$ cat src/hw/bsp_regs.svh
`ifndef BSP_REGS_SVH
`define BSP_REGS_SVH
// ==========================================================
// Register offsets and fields.
`define BSP_CTRL_OFS 12'h000
`define BSP_PAGE_OFS 12'h004
`define BSP_PC_OFS 12'h008
`define BSP_STAT_OFS 12'h00c
`define BSP_CTRL_RUN_BIT 0
`define BSP_STAT_IDLE_BIT 0
`define BSP_STAT_ZERO_BIT 1
`define BSP_STAT_BORROW_BIT 2
// ==========================================================
// Reset values.
`define BSP_PC_RST 16'h0000
`define BSP_PAGE_RST 16'h0000
// ==========================================================
// Instruction encoding.
`define BSP_FMT_A 2'h0
`define BSP_FMT_C 2'h1
`define BSP_FMT_B1 2'h2
`define BSP_FMT_B2 2'h3
`define BSP_OP_HALF_LOAD 3'h0
`define BSP_OP_LOW_LOAD 3'h1
`define BSP_OP_HIGH_LOAD 3'h2
`define BSP_OP_HALF_STORE 3'h3
`define BSP_OP_LOW_STORE 3'h4
`define BSP_OP_HIGH_STORE 3'h5
`define BSP_OP_LOW_LIT 3'h6
`define BSP_OP_HIGH_LIT 3'h7
`define BSP_OP_NOP 3'h0
`define BSP_OP_CMPI 3'h1
`define BSP_OP_ANDI 3'h2
`define BSP_OP_BRANCH 3'h3
`define BSP_OP_CALL 3'h4
`define BSP_OP_SUM_LIT 3'h5
`define BSP_OP_JUMP_REG 3'h6
`define BSP_OP_SUB_EXIT 3'h7
`define BSP_OP_RESUME 3'h0
`define BSP_OP_BREAK 3'h1
// ==========================================================
// Program counter step.
`define BSP_PC_STEP 16'h0002
`endif

$ cat src/hw/bsp_pkg.sv
package bsp_pkg;
    typedef enum logic [2:0] {
        ST_IDLE, ST_FETCH, ST_IWAIT, ST_DECODE, ST_EXEC, ST_LWAIT, ST_LCAP
    } bsp_state_type;
    typedef logic [15:0] bsp_word_type;
endpackage

$ cat src/hw/bsp_fmt_ab_exec.sv
`timescale 1ns/1ps
`default_nettype none
`include "bsp_regs.svh"
module bsp_fmt_ab_exec import bsp_pkg::*; #(
    parameter int ADDR_W = 12
) (
    // Clock and reset.
    input wire logic clk_sys,
    input wire logic rst,
    // APB slave.
    input wire logic psel,
    input wire logic penable,
    input wire logic pwrite,
    input wire logic [ADDR_W-1:0] paddr,
    input wire logic [31:0] pwdata,
    output logic [31:0] prdata,
    output logic pready,
    output logic pslverr,
    // Instruction memory.
    output logic [15:0] instrAddrBus,
    input wire logic [15:0] instrDataIn,
    // Data memory.
    output logic [15:0] dataAddrBus,
    output logic [15:0] dataWriteBus,
    output logic dataWriteEn,
    output logic dataReadEn,
    output logic dataHalfword,
    input wire logic [15:0] dataReadBus,
    // Condition inputs and events.
    input wire logic externalCond0,
    input wire logic externalCond1,
    input wire logic externalCond2,
    input wire logic externalCond3,
    output logic resumeStrobe
);
    // ==========================================================
    // State.
    bsp_state_type stateReg;
    bsp_word_type pcReg;
    bsp_word_type irReg;
    bsp_word_type eaReg;
    bsp_word_type pageReg;
    bsp_word_type tgtReg;
    bsp_word_type linkReg;
    logic [7:0][15:0] gprReg;
    logic zeroReg;
    logic borrowReg;
    logic slotReg;
    logic runReg;

    // ==========================================================
    // Field decode.
    logic [1:0] fmt;
    logic [2:0] op;
    logic [2:0] sel;
    logic [7:0] imm;
    logic [3:0] ext;
    logic isA;
    logic isB1;
    logic isB2;
    logic isLoad;
    logic isStore;
    logic condOk;
    logic inExec;
    logic doBreak;
    logic taken;
    logic quietOp;
    logic [8:0] cmpDiff;
    assign fmt = irReg[15:14];
    assign op = irReg[13:11];
    assign sel = irReg[10:8];
    assign imm = irReg[7:0];
    assign ext = {externalCond3, externalCond2, externalCond1, externalCond0};
    assign isA = fmt == `BSP_FMT_A;
    assign isB1 = fmt == `BSP_FMT_B1;
    assign isB2 = fmt == `BSP_FMT_B2;
    assign isLoad = isA && op <= `BSP_OP_HIGH_LOAD;
    assign isStore = isA && op >= `BSP_OP_HALF_STORE && op <= `BSP_OP_HIGH_STORE;
    assign inExec = stateReg == ST_EXEC;
    assign doBreak = inExec && isB2 && op == `BSP_OP_BREAK;
    assign cmpDiff = {1'b0, gprReg[sel][7:0]} - {1'b0, imm};
    assign quietOp = fmt == `BSP_FMT_C || (isB1 && op == `BSP_OP_NOP) || isB2;

    function automatic logic condHolds(input logic [2:0] c, input logic lastIsExt,
                                       input logic z, input logic b, input logic [3:0] e);
        case (c)
            3'h0: condHolds = z;
            3'h1: condHolds = !z;
            3'h2: condHolds = !b;
            3'h3: condHolds = b;
            3'h4: condHolds = e[0];
            3'h5: condHolds = e[1];
            3'h6: condHolds = e[2];
            default: condHolds = lastIsExt ? e[3] : 1'b1;
        endcase
    endfunction

    function automatic bsp_word_type eaCalc(input bsp_word_type instr,
                                            input bsp_word_type page);
        logic half;
        half = instr[13:11] == `BSP_OP_HALF_LOAD || instr[13:11] == `BSP_OP_HALF_STORE;
        if (half) begin
            eaCalc = page + {7'h00, instr[7:0], 1'b0};
        end else begin
            eaCalc = page + {8'h00, instr[7:0]};
        end
    endfunction

    assign condOk = condHolds(sel, op == `BSP_OP_BRANCH || op == `BSP_OP_CALL,
                              zeroReg, borrowReg, ext);
    assign taken = inExec && isB1 && condOk && (op == `BSP_OP_BRANCH ||
                   op == `BSP_OP_CALL || op == `BSP_OP_JUMP_REG || op == `BSP_OP_SUB_EXIT);

    // ==========================================================
    // APB slave.
    logic apbWr;
    logic apbHit;
    logic [31:0] rdMux;
    assign apbWr = psel && penable && pready && pwrite;

    always_comb begin
        rdMux = 32'h0000_0000;
        apbHit = 1'b1;
        case (paddr)
            `BSP_CTRL_OFS: rdMux[`BSP_CTRL_RUN_BIT] = runReg;
            `BSP_PAGE_OFS: rdMux[15:0] = pageReg;
            `BSP_PC_OFS: rdMux[15:0] = pcReg;
            `BSP_STAT_OFS: begin
                rdMux[`BSP_STAT_IDLE_BIT] = stateReg == ST_IDLE;
                rdMux[`BSP_STAT_ZERO_BIT] = zeroReg;
                rdMux[`BSP_STAT_BORROW_BIT] = borrowReg;
            end
            default: apbHit = 1'b0;
        endcase
    end

    always_ff @(posedge clk_sys or posedge rst) begin
        if (rst) begin
            pready <= 1'b0;
            pslverr <= 1'b0;
            prdata <= 32'h0000_0000;
        end else begin
            pready <= psel && penable && !pready;
            pslverr <= psel && penable && !pready && !apbHit;
            if (psel && penable && !pready) begin
                prdata <= pwrite ? 32'h0000_0000 : rdMux;
            end
        end
    end

    always_ff @(posedge clk_sys or posedge rst) begin
        if (rst) begin
            runReg <= 1'b0;
            pageReg <= `BSP_PAGE_RST;
        end else begin
            if (doBreak) begin
                runReg <= 1'b0;
            end
            if (apbWr && paddr == `BSP_CTRL_OFS) begin
                runReg <= pwdata[`BSP_CTRL_RUN_BIT];
            end
            if (apbWr && paddr == `BSP_PAGE_OFS) begin
                pageReg <= pwdata[15:0];
            end
        end
    end

    // ==========================================================
    // Sequencer.
    always_ff @(posedge clk_sys or posedge rst) begin
        if (rst) begin
            stateReg <= ST_IDLE;
        end else begin
            case (stateReg)
                ST_IDLE: stateReg <= runReg ? ST_FETCH : ST_IDLE;
                ST_FETCH: stateReg <= ST_IWAIT;
                ST_IWAIT: stateReg <= ST_DECODE;
                ST_DECODE: stateReg <= ST_EXEC;
                ST_EXEC: begin
                    if (isLoad) begin
                        stateReg <= ST_LWAIT;
                    end else begin
                        stateReg <= (runReg && !doBreak) ? ST_FETCH : ST_IDLE;
                    end
                end
                ST_LWAIT: stateReg <= ST_LCAP;
                ST_LCAP: stateReg <= runReg ? ST_FETCH : ST_IDLE;
                default: stateReg <= ST_IDLE;
            endcase
        end
    end

    // ==========================================================
    // Fetch, decode and program flow.
    always_ff @(posedge clk_sys or posedge rst) begin
        if (rst) begin
            pcReg <= `BSP_PC_RST;
            instrAddrBus <= `BSP_PC_RST;
            irReg <= 16'h0000;
            eaReg <= 16'h0000;
            tgtReg <= 16'h0000;
            linkReg <= 16'h0000;
            slotReg <= 1'b0;
        end else begin
            if (stateReg == ST_IDLE && apbWr && paddr == `BSP_PC_OFS) begin
                pcReg <= pwdata[15:0];
            end
            if (stateReg == ST_FETCH) begin
                instrAddrBus <= pcReg;
                pcReg <= pcReg + `BSP_PC_STEP;
            end
            if (stateReg == ST_DECODE) begin
                irReg <= instrDataIn;
                eaReg <= eaCalc(instrDataIn, pageReg);
            end
            if (inExec) begin
                slotReg <= taken;
                if (slotReg) begin
                    pcReg <= tgtReg;
                end
                if (taken) begin
                    case (op)
                        `BSP_OP_JUMP_REG: tgtReg <= gprReg[sel];
                        `BSP_OP_SUB_EXIT: tgtReg <= linkReg;
                        default: tgtReg <= pcReg + {{8{imm[7]}}, imm};
                    endcase
                    if (op == `BSP_OP_CALL) begin
                        linkReg <= pcReg + `BSP_PC_STEP;
                    end
                end
            end
        end
    end

    // ==========================================================
    // Data memory port.
    always_ff @(posedge clk_sys or posedge rst) begin
        if (rst) begin
            dataAddrBus <= 16'h0000;
            dataWriteBus <= 16'h0000;
            dataWriteEn <= 1'b0;
            dataReadEn <= 1'b0;
            dataHalfword <= 1'b0;
        end else begin
            dataWriteEn <= inExec && isStore;
            dataReadEn <= inExec && isLoad;
            if (inExec && (isLoad || isStore)) begin
                dataAddrBus <= eaReg;
                dataHalfword <= op == `BSP_OP_HALF_LOAD || op == `BSP_OP_HALF_STORE;
                case (op)
                    `BSP_OP_HALF_STORE: dataWriteBus <= gprReg[sel];
                    `BSP_OP_HIGH_STORE: dataWriteBus <= {8'h00, gprReg[sel][15:8]};
                    default: dataWriteBus <= {8'h00, gprReg[sel][7:0]};
                endcase
            end
        end
    end

    // ==========================================================
    // Register file.
    always_ff @(posedge clk_sys or posedge rst) begin
        if (rst) begin
            gprReg <= '0;
        end else begin
            if (inExec && isA && op == `BSP_OP_LOW_LIT) begin
                gprReg[sel][7:0] <= imm;
            end
            if (inExec && isA && op == `BSP_OP_HIGH_LIT) begin
                gprReg[sel][15:8] <= imm;
            end
            if (inExec && isB1 && op == `BSP_OP_SUM_LIT) begin
                gprReg[sel] <= gprReg[sel] + {8'h00, imm};
            end
            if (stateReg == ST_LCAP) begin
                case (op)
                    `BSP_OP_HALF_LOAD: gprReg[sel] <= dataReadBus;
                    `BSP_OP_LOW_LOAD: gprReg[sel][7:0] <= dataReadBus[7:0];
                    default: gprReg[sel][15:8] <= dataReadBus[7:0];
                endcase
            end
        end
    end

    // ==========================================================
    // Flags and events.
    always_ff @(posedge clk_sys or posedge rst) begin
        if (rst) begin
            zeroReg <= 1'b0;
            borrowReg <= 1'b0;
            resumeStrobe <= 1'b0;
        end else begin
            resumeStrobe <= inExec && isB2 && op == `BSP_OP_RESUME;
            if (inExec && isB1 && op == `BSP_OP_CMPI) begin
                zeroReg <= cmpDiff[7:0] == 8'h00;
                borrowReg <= cmpDiff[8];
            end
            if (inExec && isB1 && op == `BSP_OP_ANDI) begin
                zeroReg <= (gprReg[sel][7:0] & imm) == 8'h00;
                borrowReg <= 1'b0;
            end
        end
    end
endmodule
`default_nettype wire

$ cat config.mk
export PLATFORM = sky130hd
export DESIGN_NAME = bsp_fmt_ab_exec
export DESIGN_NICKNAME = d
export VERILOG_FILES = /design/src/hw/bsp_pkg.sv /design/src/hw/bsp_fmt_ab_exec.sv
export VERILOG_INCLUDE_DIRS = /design/src /design/src/hw
export SDC_FILE = /design/constraint.sdc
export NUM_CORES = 1
export LEC_CHECK = 0
export ABC_CLOCK_PERIOD_IN_PS = 10530
export BUFFER_PORTS_ARGS = -buffer_cell sky130_fd_sc_hd__buf_2
export CORE_MARGIN = 2
export CORE_UTILIZATION = 61
export DETAILED_ROUTE_END_ITERATION = 8
export GPL_TIMING_DRIVEN = 0
export PLACE_DENSITY = 0.83
export SYNTH_ARGS = -nofsm -noshare
export SYNTH_HDL_FRONTEND = slang
export SYNTH_SLANG_ARGS = --single-unit
export TNS_END_PERCENT = 10
$ cat constraint.sdc
create_clock -name clk_sys -period 10.53 [get_ports clk_sys]
set_input_delay 1.053 -clock clk_sys [delete_from_list [all_inputs] [get_ports clk_sys]]
set_output_delay 1.053 -clock clk_sys [all_outputs]
set_load 0.02 [all_outputs]
* Word-level counts from Yosys, hierarchy flattened
Index checks and enable logic that the tools add are counted.
Storage, ports and cells: output and inout port bits 86, input port bits 85, flip-flop bits (word level) 317
Operators by class: bitwise gates (word level) 1, reduce and logical (&&, ||, !) cells 54, order comparisons 5, eq/ne operators 25, add/subtract/negate cells 6, mux-type cells 43
Operator list (number):
- $bwmux W128 | 6
- $mux W128 | 4
- $pmux W128 S2 | 1
- $demux W16 S3 | 3
- $mux W16 | 9
- $pmux W16 S2 | 2
- $bmux W16 S3 | 1
- $add A16 B8 Y16 | 2
- $eq A3 B3 Y1 const B | 10
- $logic_and A1 B1 Y1 | 29
- $pmux W13 S2 | 1
- $eq A12 B4 Y1 const B | 2
- $eq A3 B2 Y1 const B | 7
- $pmux W3 S6 | 1
- $add A16 B16 Y16 | 1
- $add A16 B2 Y16 const B | 1
- $add A16 B9 Y16 | 1
- $logic_not A8 Y1 | 2
- $eq A12 B3 Y1 const B | 1
- $logic_not A12 Y1 | 1
- $logic_not A3 Y1 | 4
- $mux W1 | 10
- $eq A3 B1 Y1 const B | 3
- $sub A8 B8 Y9 | 1
- 20 further kinds | 31

* Logic depth before layout (Yosys ltp)
Gate-level depths: netlist of the first run.
depth after elaboration 13, mapped depth 16, depth with buffers taken out 12

* Least setup slack after synthesis of the first run
No wires, ideal clock.
path kind reg2reg, start point reg irReg[8], end point reg gprReg[118] (netlist name), slack 6963 ps, clock period less this slack 3567 ps, arrival time 3485 ps, stages on the path, launching flop included 16, required time 10448 ps, buffers on the path 3, library setup time 82 ps, cells stage by stage dfrtp_1 -> buf_6 -> buf_8 -> buf_4 -> mux4_2 -> mux2i_1 -> inv_1 -> ha_1 -> fa_1 -> nand2b_1 -> a21oi_1 -> o21ba_2 -> or4_1 -> nand3_1 -> a211oi_1 -> a31oi_1
Between the ends: longest elaborated chain between the ends 13
Ends and longest elaborated chain:
- start: declaration | RTL line bsp_fmt_ab_exec.sv:40 | bsp_word_type irReg;
- start signal: assignment | RTL line bsp_fmt_ab_exec.sv:213 | irReg <= instrDataIn;
- $lt A3 B4 Y1 (implied by the code) or $ge A3 B1 Y1 (tied branches)
- $logic_and A1 B1 Y1 (implied by the code)
- $mux W8 (implied by the code) | RTL line bsp_fmt_ab_exec.sv:266, bsp_fmt_ab_exec.sv:277
- $demux W16 S3 | RTL line bsp_fmt_ab_exec.sv:266, bsp_fmt_ab_exec.sv:277
- $bwmux W128 | RTL line bsp_fmt_ab_exec.sv:266 | gprReg[sel][7:0] <= imm;
- $mux W128 | RTL line bsp_fmt_ab_exec.sv:265 | if (inExec && isA && op == `BSP_OP_LOW_LIT) begin
- $bwmux W128 | RTL line bsp_fmt_ab_exec.sv:269 | gprReg[sel][15:8] <= imm;
- $mux W128 | RTL line bsp_fmt_ab_exec.sv:268 | if (inExec && isA && op == `BSP_OP_HIGH_LIT) begin
- $bwmux W128 | RTL line bsp_fmt_ab_exec.sv:272 | gprReg[sel] <= gprReg[sel] + {8'h00, imm};
- $mux W128 | RTL line bsp_fmt_ab_exec.sv:271 | if (inExec && isB1 && op == `BSP_OP_SUM_LIT) begin
- $bwmux W128 (on tied branches) | RTL line bsp_fmt_ab_exec.sv:278, bsp_fmt_ab_exec.sv:276, bsp_fmt_ab_exec.sv:277
- $pmux W128 S2 | RTL line bsp_fmt_ab_exec.sv:275 | case (op)
- $mux W128 * | RTL line bsp_fmt_ab_exec.sv:274 | if (stateReg == ST_LCAP) begin
- end signal: indexed assignment | RTL line bsp_fmt_ab_exec.sv:272
- end signal: indexed assignment | RTL line bsp_fmt_ab_exec.sv:276 | `BSP_OP_HALF_LOAD: gprReg[sel] <= dataReadBus;
- end signal: indexed assignment | RTL line bsp_fmt_ab_exec.sv:278 | default: gprReg[sel][15:8] <= dataReadBus[7:0];
- end: declaration | RTL line bsp_fmt_ab_exec.sv:45 | logic [7:0][15:0] gprReg;
Mark *: on every way between the ends. The rest lies on a longest branch, timed or not. The select of a mux whose other input is x is not followed. A chain may end at the register's enable or synchronous reset.

* Worst setup path in the final report of the first run
start point reg irReg[9], end point reg gprReg[55] (netlist name)
Same word-level chain as after synthesis.

==> impl_results.html, run 1 <==
<table>
<tr><th>Metric</th><th>Value</th></tr>
<tr><th colspan="2">Synth</th></tr>
<tr><td>Post-synthesis adder-cell area fraction</td><td>0.0362</td></tr>
<tr><td>Number of warnings issued by yosys</td><td>0</td></tr>
<tr><td>Largest cells by area after synthesis</td><td>sky130_fd_sc_hd__dfrtp_1 (39%), sky130_fd_sc_hd__nand2_1 (8.6%), sky130_fd_sc_hd__o21ai_0 (6.0%)</td></tr>
<tr><td>Synthesized-area fraction occupied by xor and xnor cells</td><td>0.0269</td></tr>
<tr><td>Complex-gate fraction of the synthesized area</td><td>0.226</td></tr>
<tr><td>Share of Yosys cell area claimed by the top area cell type</td><td>0.389</td></tr>
<tr><td>Asr flop ratio synth</td><td>1.00</td></tr>
<tr><td>Fraction of the yosys area taken by sequential cells</td><td>0.389</td></tr>
<tr><td>Netlist area before placement</td><td>19400 um^2</td></tr>
<tr><td>Mean Syn Cell Area</td><td>8.62 um^2</td></tr>
<tr><td>Distinct cell type count of the synthesized netlist</td><td>78</td></tr>
<tr><td>Number of cells produced by synthesis</td><td>2248</td></tr>
<tr><td>Primary flip-flop cell chosen by synthesis mapping</td><td>sky130_fd_sc_hd__dfrtp_1</td></tr>
<tr><td>Largest family of logic cells by synthesized area</td><td>compound AO/OA/AOI/OAI gates</td></tr>
<tr><td>Post-synthesis register bit count</td><td>301</td></tr>
<tr><td>Multiplexer share of the synthesized area</td><td>0.0999</td></tr>
<tr><td>Post-synth top area cell</td><td>sky130_fd_sc_hd__dfrtp_1</td></tr>
<tr><td>Number of flops mapped to enable cells by yosys</td><td>0</td></tr>
<tr><td>Share of synthesized cell area in and, or, nand and nor gates</td><td>0.171</td></tr>
<tr><th colspan="2">Routing</th></tr>
<tr><td>Remaining antenna violation count</td><td>0</td></tr>
<tr><td>Via Count</td><td>18958</td></tr>
<tr><td>Final WL</td><td>67.2 mm</td></tr>
<tr><td>Final routed DRC violation total</td><td>0</td></tr>
<tr><td>DRT iter0 DRCs</td><td>2288</td></tr>
<tr><td>Drt pass-1 iters</td><td>7</td></tr>
<tr><td>Average wire length per cell after detail routing</td><td>23.5 um</td></tr>
<tr><td>Post-detailed-route via-to-cell ratio</td><td>6.63</td></tr>
<tr><th colspan="2">Outcome</th></tr>
<tr><td>Run status</td><td>complete, no violations</td></tr>
<tr><th colspan="2">Timing</th></tr>
<tr><td>Final number of setup-violating endpoints</td><td>0</td></tr>
<tr><td>Final-layout worst hold slack</td><td>0.462 ns</td></tr>
<tr><td>Worst slew margin relative to its limit</td><td>0.267</td></tr>
<tr><td>Final worst-path cycle share</td><td>0.498</td></tr>
<tr><td>Final Critical Period</td><td>5.25 ns</td></tr>
<tr><td>Least setup slack across all paths after layout</td><td>5.28 ns</td></tr>
<tr><td>Unrepaired setup endpoints after global routing</td><td>no</td></tr>
<tr><td>Pins over their slew limit</td><td>0</td></tr>
<tr><td>Worst clock skew on the final layout</td><td>0.0128 ns</td></tr>
<tr><td>Timing-limited maximum frequency</td><td>191 MHz</td></tr>
<tr><td>Hold Violations, Final</td><td>0</td></tr>
<tr><td>Transition time at the pin with the least slew margin</td><td>1.10 ns</td></tr>
<tr><th colspan="2">Final layout</th></tr>
<tr><td>Number of inserted diodes</td><td>0</td></tr>
<tr><td>Final-layout fill cell count</td><td>2529</td></tr>
<tr><td>Count of nets after finishing</td><td>2569</td></tr>
<tr><td>Fraction of final layout cells sized beyond drive strength 1</td><td>0.148</td></tr>
<tr><td>Area growth syn-to-layout</td><td>12.9%</td></tr>
<tr><th colspan="2">Die</th></tr>
<tr><td>Placeable Area</td><td>31400 um^2</td></tr>
<tr><td>Placement Rows</td><td>65</td></tr>
<tr><td>Die W</td><td>182 um</td></tr>
<tr><td>Die area</td><td>33200 um^2</td></tr>
<tr><td>Number of top-level design ports</td><td>171</td></tr>
<tr><td>DIE HEIGHT</td><td>182 um</td></tr>
<tr><td>Initial Utilization</td><td>0.617</td></tr>
<tr><th colspan="2">Global route</th></tr>
<tr><td>Antenna violations before repair</td><td>2</td></tr>
<tr><td>GRT met1 Usage</td><td>0.485</td></tr>
<tr><td>Peak-usage layer in the global routing report</td><td>met2</td></tr>
<tr><td>Gr usage total</td><td>0.406</td></tr>
<tr><td>Global route total overflow</td><td>0</td></tr>
<tr><td>Pin count of the biggest net entering global routing</td><td>115</td></tr>
<tr><td>Global-route wire length before repair</td><td>105 mm</td></tr>
<tr><td>Via count of the first global-routing pass</td><td>18627</td></tr>
<tr><td>GR Util met3</td><td>0.0798</td></tr>
<tr><td>Grt met2 use</td><td>0.665</td></tr>
<tr><th colspan="2">Worst setup path</th></tr>
<tr><td>Required time of the critical path</td><td>10.97 ns</td></tr>
<tr><td>Endpoint kind of the worst setup timing path</td><td>register</td></tr>
<tr><td>Data arrival, critical path</td><td>5.69 ns</td></tr>
<tr><td>CP max FO</td><td>10</td></tr>
<tr><td>Setup CP Type</td><td>register to register</td></tr>
<tr><td>Startpoint type of the worst setup path</td><td>register</td></tr>
<tr><th colspan="2">Power and ir drop</th></tr>
<tr><td>Total net switching power</td><td>3.39 mW</td></tr>
<tr><td>Power per cell area</td><td>323 nW/um^2</td></tr>
<tr><td>Leakage power figure</td><td>9.16 nW</td></tr>
<tr><td>Cell internal pwr</td><td>3.67 mW</td></tr>
<tr><td>Largest voltage drop on the vdd net</td><td>0.195 mV</td></tr>
<tr><td>Power share of the sequential group</td><td>0.262</td></tr>
<tr><td>Clock Power Share</td><td>0.187</td></tr>
<tr><td>Proportion of total power due to net switching</td><td>0.480</td></tr>
<tr><td>Combinational share of power</td><td>0.551</td></tr>
<tr><th colspan="2">CTS</th></tr>
<tr><td>Clk buf depth</td><td>3</td></tr>
<tr><td>Worst-path clk slew</td><td>0.06 ns</td></tr>
<tr><td>Hold buffer count at CTS</td><td>0</td></tr>
<tr><td>Setup repair bufs after CTS</td><td>0</td></tr>
<tr><td>Clock insertion delay at the later pin of the skew report</td><td>0.53 ns</td></tr>
<tr><td>Clock tree from TritonCTS</td><td>yes</td></tr>
<tr><td>Number of clock sinks</td><td>301</td></tr>
<tr><td>Clock Tree Root</td><td>sky130_fd_sc_hd__clkbuf_16</td></tr>
<tr><td>Total number of H-tree levels</td><td>2</td></tr>
<tr><td>Num CTS Buffers</td><td>35</td></tr>
<tr><td>Number of instances resized during post-cts repair</td><td>0</td></tr>
<tr><th colspan="2">Hold path</th></tr>
<tr><td>Type of the tightest min-delay check</td><td>register to register</td></tr>
<tr><th colspan="2">Placed design</th></tr>
<tr><td>Buffers added on ports</td><td>129</td></tr>
<tr><td>Post-DP HPWL</td><td>50.6 mm</td></tr>
<tr><td>Dpl ws</td><td>5.71 ns</td></tr>
<tr><td>Routability cong.</td><td>0.998</td></tr>
<tr><th colspan="2">Flow run</th></tr>
<tr><td>Max cap viols</td><td>0</td></tr>
</table>
## layer usage
layer / wire [um] / up-vias / part of all wire
met5: 15 / - / 0.00022
met4: 5110 / 2 / 0.076
met3: 6510 / 319 / 0.097
met2: 31000 / 1238 / 0.46
met1: 24600 / 8997 / 0.37
li1: - / 8402 / -
## layout by cell type (no fill, tap or decap), types with 16 or more instances in the layout
| cell type | Yosys | layout |
|---|---|---|
| sky130_fd_sc_hd__mux2i_1 | 67 | 67 |
| sky130_fd_sc_hd__a22oi_1 | 20 | 20 |
| sky130_fd_sc_hd__xnor2_1 | 38 | 38 |
| sky130_fd_sc_hd__nor2_1 | 139 | 139 |
| sky130_fd_sc_hd__nand3_1 | 26 | 26 |
| sky130_fd_sc_hd__nand2b_1 | 19 | 19 |
| sky130_fd_sc_hd__mux2_2 | 48 | 48 |
| sky130_fd_sc_hd__nor2b_1 | 20 | 20 |
| sky130_fd_sc_hd__o31ai_1 | 17 | 17 |
| sky130_fd_sc_hd__a211oi_1 | 69 | 69 |
| sky130_fd_sc_hd__o22ai_1 | 43 | 43 |
| sky130_fd_sc_hd__a21oi_1 | 188 | 188 |
| sky130_fd_sc_hd__o21ai_0 | 232 | 232 |
| sky130_fd_sc_hd__a31oi_1 | 72 | 72 |
| sky130_fd_sc_hd__mux4_2 | 31 | 31 |
| sky130_fd_sc_hd__buf_4 | 23 | 23 |
| sky130_fd_sc_hd__inv_1 | 35 | 34 |
| sky130_fd_sc_hd__ha_1 | 48 | 48 |
| sky130_fd_sc_hd__nand2_1 | 445 | 445 |
| sky130_fd_sc_hd__conb_1 | 1 | 16 |
| sky130_fd_sc_hd__dfrtp_1 | 301 | 301 |
| sky130_fd_sc_hd__clkbuf_1 | 107 | 113 |
| sky130_fd_sc_hd__buf_2 | 27 | 156 |
| sky130_fd_sc_hd__clkbuf_16 | 0 | 37 |
## cells in the mapped netlist, types with 23 or more instances
library cell	n
sky130_fd_sc_hd__clkbuf_1	107
sky130_fd_sc_hd__ha_1	48
sky130_fd_sc_hd__buf_4	23
sky130_fd_sc_hd__mux2i_1	67
sky130_fd_sc_hd__a21oi_1	188
sky130_fd_sc_hd__buf_2	27
sky130_fd_sc_hd__mux2_2	48
sky130_fd_sc_hd__o22ai_1	43
sky130_fd_sc_hd__dfrtp_1	301
sky130_fd_sc_hd__nand3_1	26
sky130_fd_sc_hd__a31oi_1	72
sky130_fd_sc_hd__nor2_1	139
sky130_fd_sc_hd__nand2_1	445
sky130_fd_sc_hd__a211oi_1	69
sky130_fd_sc_hd__o21ai_0	232
sky130_fd_sc_hd__xnor2_1	38
sky130_fd_sc_hd__mux4_2	31
sky130_fd_sc_hd__inv_1	35
## area by class of cell
cell class	instances	area [um^2]	area share
buffer	178	870	0.0398
sequential	301	7530	0.344
multi-input combinational	1749	10900	0.498
inverter	35	139	0.00635
clock inverter	12	185	0.00847
clock buffer	50	1040	0.0478
tap	402	503	0.0230
timing repair buffer	131	701	0.0320
## power groups by stage
stage                     logic, mW  clock network, mW  registers (mW)
after floorplan                2.59                  0            1.82
after CTS                      3.76               1.32            1.83
final                          3.89               1.32            1.85
after global placement         3.62                  0            1.83
after detailed placement       3.72                  0            1.84
after global routing           4.19               1.37            1.88
## worst paths after layout
check                          from        endpoint  slack, ns  depth (start not counted)
max                        irReg[9]      gprReg[55]       5.28                         15
max in group asynchronous       rst      gprReg[58]       8.85                          3
min in group asynchronous       rst       eaReg[10]       0.60                          2
max reg2reg                irReg[9]      gprReg[55]       5.28                         15
min reg2reg                eaReg[0]  dataAddrBus[0]       0.46                          2
min                        eaReg[0]  dataAddrBus[0]       0.46                          2
## stage by stage
step	setup TNS [ns]	utilization	instance area, um^2	power (mW)	std cells
2_1_floorplan	0	-	19400	4.40	2263
3_3_place_gp	-620.02	0.655	20600	5.45	2794
3_5_place_dp	0	0.657	20600	5.57	2796
4_1_cts	0	0.697	21900	6.90	2858
5_1_grt	0	0.697	21900	7.44	2858
6_report	0	0.697	21900	7.07	2858
## flip-flops by register name, indices dropped and copies added, names as in the netlist, 16 cells and up
| name | cells |
|---|---|
| linkReg | 16 |
| tgtReg | 16 |
| dataWriteBus | 16 |
| irReg | 16 |
| dataAddrBus | 16 |
| pageReg | 16 |
| gprReg | 128 |
| pcReg | 16 |
| prdata | 16 |
| instrAddrBus | 16 |
| eaReg | 16 |
## cells by family after synthesis
| logic type | Yosys count |
|---|---|
| muxes | 147 |
| DFF | 301 |
| adders and majority gates | 53 |
| and+or+nand+nor | 745 |
| xor gates and xnor gates | 56 |
| other | 1 |
| buffers and inverters | 213 |
| AOI/OAI and AO/OA | 732 |
## critical path, stage by stage (launching register included)
cell and delay [ns]:
sky130_fd_sc_hd__dfrtp_1 0.34, sky130_fd_sc_hd__buf_6 0.18, sky130_fd_sc_hd__buf_6 0.19, sky130_fd_sc_hd__buf_6 0.17, sky130_fd_sc_hd__buf_4 0.25, sky130_fd_sc_hd__mux4_2 0.39
sky130_fd_sc_hd__mux2i_1 0.82, sky130_fd_sc_hd__inv_1 0.30, sky130_fd_sc_hd__ha_1 0.39, sky130_fd_sc_hd__nor2b_1 0.06, sky130_fd_sc_hd__o21ai_0 0.32, sky130_fd_sc_hd__nand3_1 0.18
sky130_fd_sc_hd__o31ai_1 0.28, sky130_fd_sc_hd__xor2_1 0.89, sky130_fd_sc_hd__a211oi_1 0.17, sky130_fd_sc_hd__a31oi_1 0.22
Note: power is estimated with default switching activity, not from simulation.
==> run 2, diff against run 1 <==
- ABC_CLOCK_PERIOD_IN_PS: 10530 -> 4700
- CORE_UTILIZATION: 61 -> 55
- PLACE_DENSITY: 0.83 -> 0.79
- clock period: 10.53 -> 4.7 ns (I/O delays scaled with it)
==> impl_results.html, run 2 (same netlist as run 1, synthesis figures left out) <==
<table>
<tr><th>Metric</th><th>Value</th></tr>
<tr><th colspan="2">Worst setup path</th></tr>
<tr><td>CP max stage cell</td><td>sky130_fd_sc_hd__xor2_1</td></tr>
<tr><td>Endpoint kind of the worst setup timing path</td><td>register</td></tr>
<tr><td>CP max FO</td><td>10</td></tr>
<tr><td>Number of cells on the worst reg-to-reg path</td><td>14</td></tr>
<tr><td>Setup CP Type</td><td>register to register</td></tr>
<tr><td>Critical R2R Capture</td><td>gprReg[84]</td></tr>
<tr><td>Startpoint type of the worst setup path</td><td>register</td></tr>
<tr><td>Data arrival, critical path</td><td>5.03 ns</td></tr>
<tr><td>Cell mode on critical path</td><td>sky130_fd_sc_hd__buf_6</td></tr>
<tr><td>Reg-to-reg critical path startpoint</td><td>irReg[9]</td></tr>
<tr><td>Required time of the critical path</td><td>5.16 ns</td></tr>
<tr><td>Critical path's top delay family</td><td>buffers and inverters</td></tr>
<tr><td>Largest stage delay on the critical path</td><td>0.96 ns</td></tr>
<tr><td>Worst R2R Setup Slack</td><td>0.13 ns</td></tr>
<tr><td>Worst-path cell chain</td><td>buf_6, buf_6, buf_6, buf_4, mux4_2, mux2i_2, inv_1, fa_1, nand2b_1, a21oi_1, nor2_1, xor2_1, a211oi_1, a31oi_1</td></tr>
<tr><td>Bufs and invs on worst path</td><td>5</td></tr>
<tr><th colspan="2">CTS</th></tr>
<tr><td>Clk buf depth</td><td>3</td></tr>
<tr><td>Num CTS Buffers</td><td>36</td></tr>
<tr><td>Clock insertion delay at the later pin of the skew report</td><td>0.55 ns</td></tr>
<tr><td>Number of clock sinks</td><td>301</td></tr>
<tr><td>Worst-path clk slew</td><td>0.05 ns</td></tr>
<tr><td>Clock Tree Root</td><td>sky130_fd_sc_hd__clkbuf_16</td></tr>
<tr><td>Clock tree from TritonCTS</td><td>yes</td></tr>
<tr><td>Total number of H-tree levels</td><td>2</td></tr>
<tr><th colspan="2">Final layout</th></tr>
<tr><td>Fraction of final layout cells sized beyond drive strength 1</td><td>0.157</td></tr>
<tr><td>Max reg flops</td><td>128</td></tr>
<tr><td>Count of nets after finishing</td><td>2579</td></tr>
<tr><td>Area growth syn-to-layout</td><td>14.0%</td></tr>
<tr><td>Leading cell types in the layout, fill and taps excluded</td><td>sky130_fd_sc_hd__nand2_1 (445), sky130_fd_sc_hd__dfrtp_1 (301), sky130_fd_sc_hd__o21ai_0 (232)</td></tr>
<tr><td>Most frequent standard cell in the layout excluding fill and tap cells</td><td>sky130_fd_sc_hd__nand2_1</td></tr>
<tr><td>Largest Register</td><td>gprReg</td></tr>
<tr><td>Final-layout fill cell count</td><td>2931</td></tr>
<tr><th colspan="2">Timing</th></tr>
<tr><td>Worst clock skew on the final layout</td><td>0.0187 ns</td></tr>
<tr><td>Timing-limited maximum frequency</td><td>219 MHz</td></tr>
<tr><td>Transition time at the pin with the least slew margin</td><td>1.23 ns</td></tr>
<tr><td>Setup TNS</td><td>0 ns</td></tr>
<tr><td>Hold Violations, Final</td><td>0</td></tr>
<tr><td>Pins over their slew limit</td><td>0</td></tr>
<tr><td>Final Critical Period</td><td>4.57 ns</td></tr>
<tr><td>Unrepaired setup endpoints after global routing</td><td>yes</td></tr>
<tr><td>Final number of setup-violating endpoints</td><td>0</td></tr>
<tr><td>Worst slew margin relative to its limit</td><td>0.179</td></tr>
<tr><td>Final worst-path cycle share</td><td>0.973</td></tr>
<tr><th colspan="2">Power and ir drop</th></tr>
<tr><td>Leakage power figure</td><td>9.22 nW</td></tr>
<tr><td>Post-route total power</td><td>16.0 mW</td></tr>
<tr><td>Largest voltage drop on the vdd net</td><td>0.479 mV</td></tr>
<tr><td>Power per cell area</td><td>726 nW/um^2</td></tr>
<tr><th colspan="2">Global route</th></tr>
<tr><td>Global-route wire length before repair</td><td>106 mm</td></tr>
<tr><td>Via count of the first global-routing pass</td><td>18401</td></tr>
<tr><td>Pin count of the biggest net entering global routing</td><td>43</td></tr>
<tr><td>Gr usage total</td><td>0.379</td></tr>
<tr><td>Antenna violations before repair</td><td>0</td></tr>
<tr><td>Global route total overflow</td><td>0</td></tr>
<tr><th colspan="2">Die</th></tr>
<tr><td>Initial Utilization</td><td>0.559</td></tr>
<tr><td>Placeable Area</td><td>34600 um^2</td></tr>
<tr><td>Number of top-level design ports</td><td>171</td></tr>
<tr><td>Placement Rows</td><td>68</td></tr>
<tr><td>DIE HEIGHT</td><td>192 um</td></tr>
<tr><td>Die area</td><td>36700 um^2</td></tr>
<tr><td>Die W</td><td>192 um</td></tr>
<tr><th colspan="2">Placed design</th></tr>
<tr><td>Post-DP HPWL</td><td>51.6 mm</td></tr>
<tr><td>Routability cong.</td><td>1.07</td></tr>
<tr><td>Buffers added on ports</td><td>129</td></tr>
<tr><th colspan="2">Routing</th></tr>
<tr><td>Via Count</td><td>19172</td></tr>
<tr><td>Final routed DRC violation total</td><td>0</td></tr>
<tr><td>Post-detailed-route via-to-cell ratio</td><td>6.55</td></tr>
<tr><td>Average wire length per cell after detail routing</td><td>23.8 um</td></tr>
<tr><td>Drt pass-1 iters</td><td>8</td></tr>
<tr><td>Final WL</td><td>69.5 mm</td></tr>
<tr><td>DRT iter0 DRCs</td><td>2350</td></tr>
<tr><td>Remaining antenna violation count</td><td>0</td></tr>
<tr><th colspan="2">Hold path</th></tr>
<tr><td>Type of the tightest min-delay check</td><td>input port to register</td></tr>
<tr><td>Terminating pin of the worst hold path</td><td>irReg[8]</td></tr>
<tr><td>Launch point of the worst hold path</td><td>instrDataIn[8]</td></tr>
<tr><td>Cells on Worst Hold Path</td><td>2</td></tr>
<tr><th colspan="2">Flow run</th></tr>
<tr><td>Max cap viols</td><td>0</td></tr>
<tr><th colspan="2">Outcome</th></tr>
<tr><td>Run status</td><td>complete, no violations</td></tr>
</table>
==> run 2: cell types whose count changed in the layout (fill, tap and decap cells not counted), moves of 4 or more <==
cell                        change
sky130_fd_sc_hd__buf_12        +10
sky130_fd_sc_hd__bufinv_16      -5
sky130_fd_sc_hd__clkinv_2       +4
sky130_fd_sc_hd__xnor2_1        -4
sky130_fd_sc_hd__xnor2_2        +4
==> run 2: report_power, final <==
group,leakage [nW],internal (mW),switching (mW),total (mW)
combinational,5.16,3.17,5.98,9.15
sequential,3.48,3.41,0.742,4.15
clock,0.572,1.54,1.18,2.72
total,9.22,8.12,7.90,16.0
==> run 2: layout make-up <==
class | count | area [um^2] | area share
Timing Repair Buffer | 140 | 856 | 0.0388
Buffer | 178 | 871 | 0.0394
Multi-Input combinational cell | 1749 | 11000 | 0.497
Clock inverter | 18 | 136 | 0.00618
Antenna cell | 1 | 2.50 | 0.000113
Tap cell | 455 | 569 | 0.0258
Inverter | 35 | 135 | 0.00612
Clock buffer | 48 | 1020 | 0.0460
Sequential cell | 301 | 7530 | 0.341
==> run 2: worst max path at each step <==
stage / from / cells after the start / to / slack (ns)
finish: irReg[9] / 14 / gprReg[84] / 0.13
global route: irReg[8] / 14 / gprReg[58] / -0.07
CTS: irReg[9] / 15 / gprReg[9] / 0.01
detailed placement: irReg[9] / 15 / gprReg[87] / -0.29
global placement: rst / 2 / dataWriteBus[10] / -1.61
floorplan: rst / 1 / borrowReg / 0.23
==> run 2: what timing repair did <==
item                                   in CTS  in global routing
pin swaps                                   0                  1
setup buffers                               0                  1
hold buffers                                1                  0
endpoints found under the hold margin      21                  0
setup endpoints to repair                  58                 95
resized for setup                           6                  6
==> run 2: per-stage QoR <==
stage          area, um^2   util  worst slack [ns]  hold WS [ns]  instances
2_1_floorplan       19400      -             0.229         0.439       2263
3_3_place_gp        20600  0.596             -1.61         0.451       2847
3_5_place_dp        20800  0.601            -0.286         0.452       2856
4_1_cts             22000  0.636            0.0133         0.157       2923
5_1_grt             22100  0.638           -0.0708         0.171       2924
6_report            22100  0.638             0.126         0.166       2925
==> run 2: metal layers <==
metal / part of all wire / GRT usage / vias to the layer above
met4: 0.073 / 0.247 / 0
met1: 0.37 / 0.471 / 9046
met3: 0.11 / 0.0793 / 340
met5: 0 / 0 / -
li1: - / - / 8422
met2: 0.45 / 0.599 / 1364
==> run 2: worst reg2reg max path: stages (launching register included) <==
cell                       delay [ns]
sky130_fd_sc_hd__dfrtp_1         0.35
sky130_fd_sc_hd__buf_6           0.18
sky130_fd_sc_hd__buf_6           0.20
sky130_fd_sc_hd__buf_6           0.19
sky130_fd_sc_hd__buf_4           0.25
sky130_fd_sc_hd__mux4_2          0.37
sky130_fd_sc_hd__mux2i_2         0.51
sky130_fd_sc_hd__inv_1           0.25
sky130_fd_sc_hd__fa_1            0.46
sky130_fd_sc_hd__nand2b_1        0.09
sky130_fd_sc_hd__a21oi_1         0.10
sky130_fd_sc_hd__nor2_1          0.13
sky130_fd_sc_hd__xor2_1          0.96
sky130_fd_sc_hd__a211oi_1        0.22
sky130_fd_sc_hd__a31oi_1         0.23
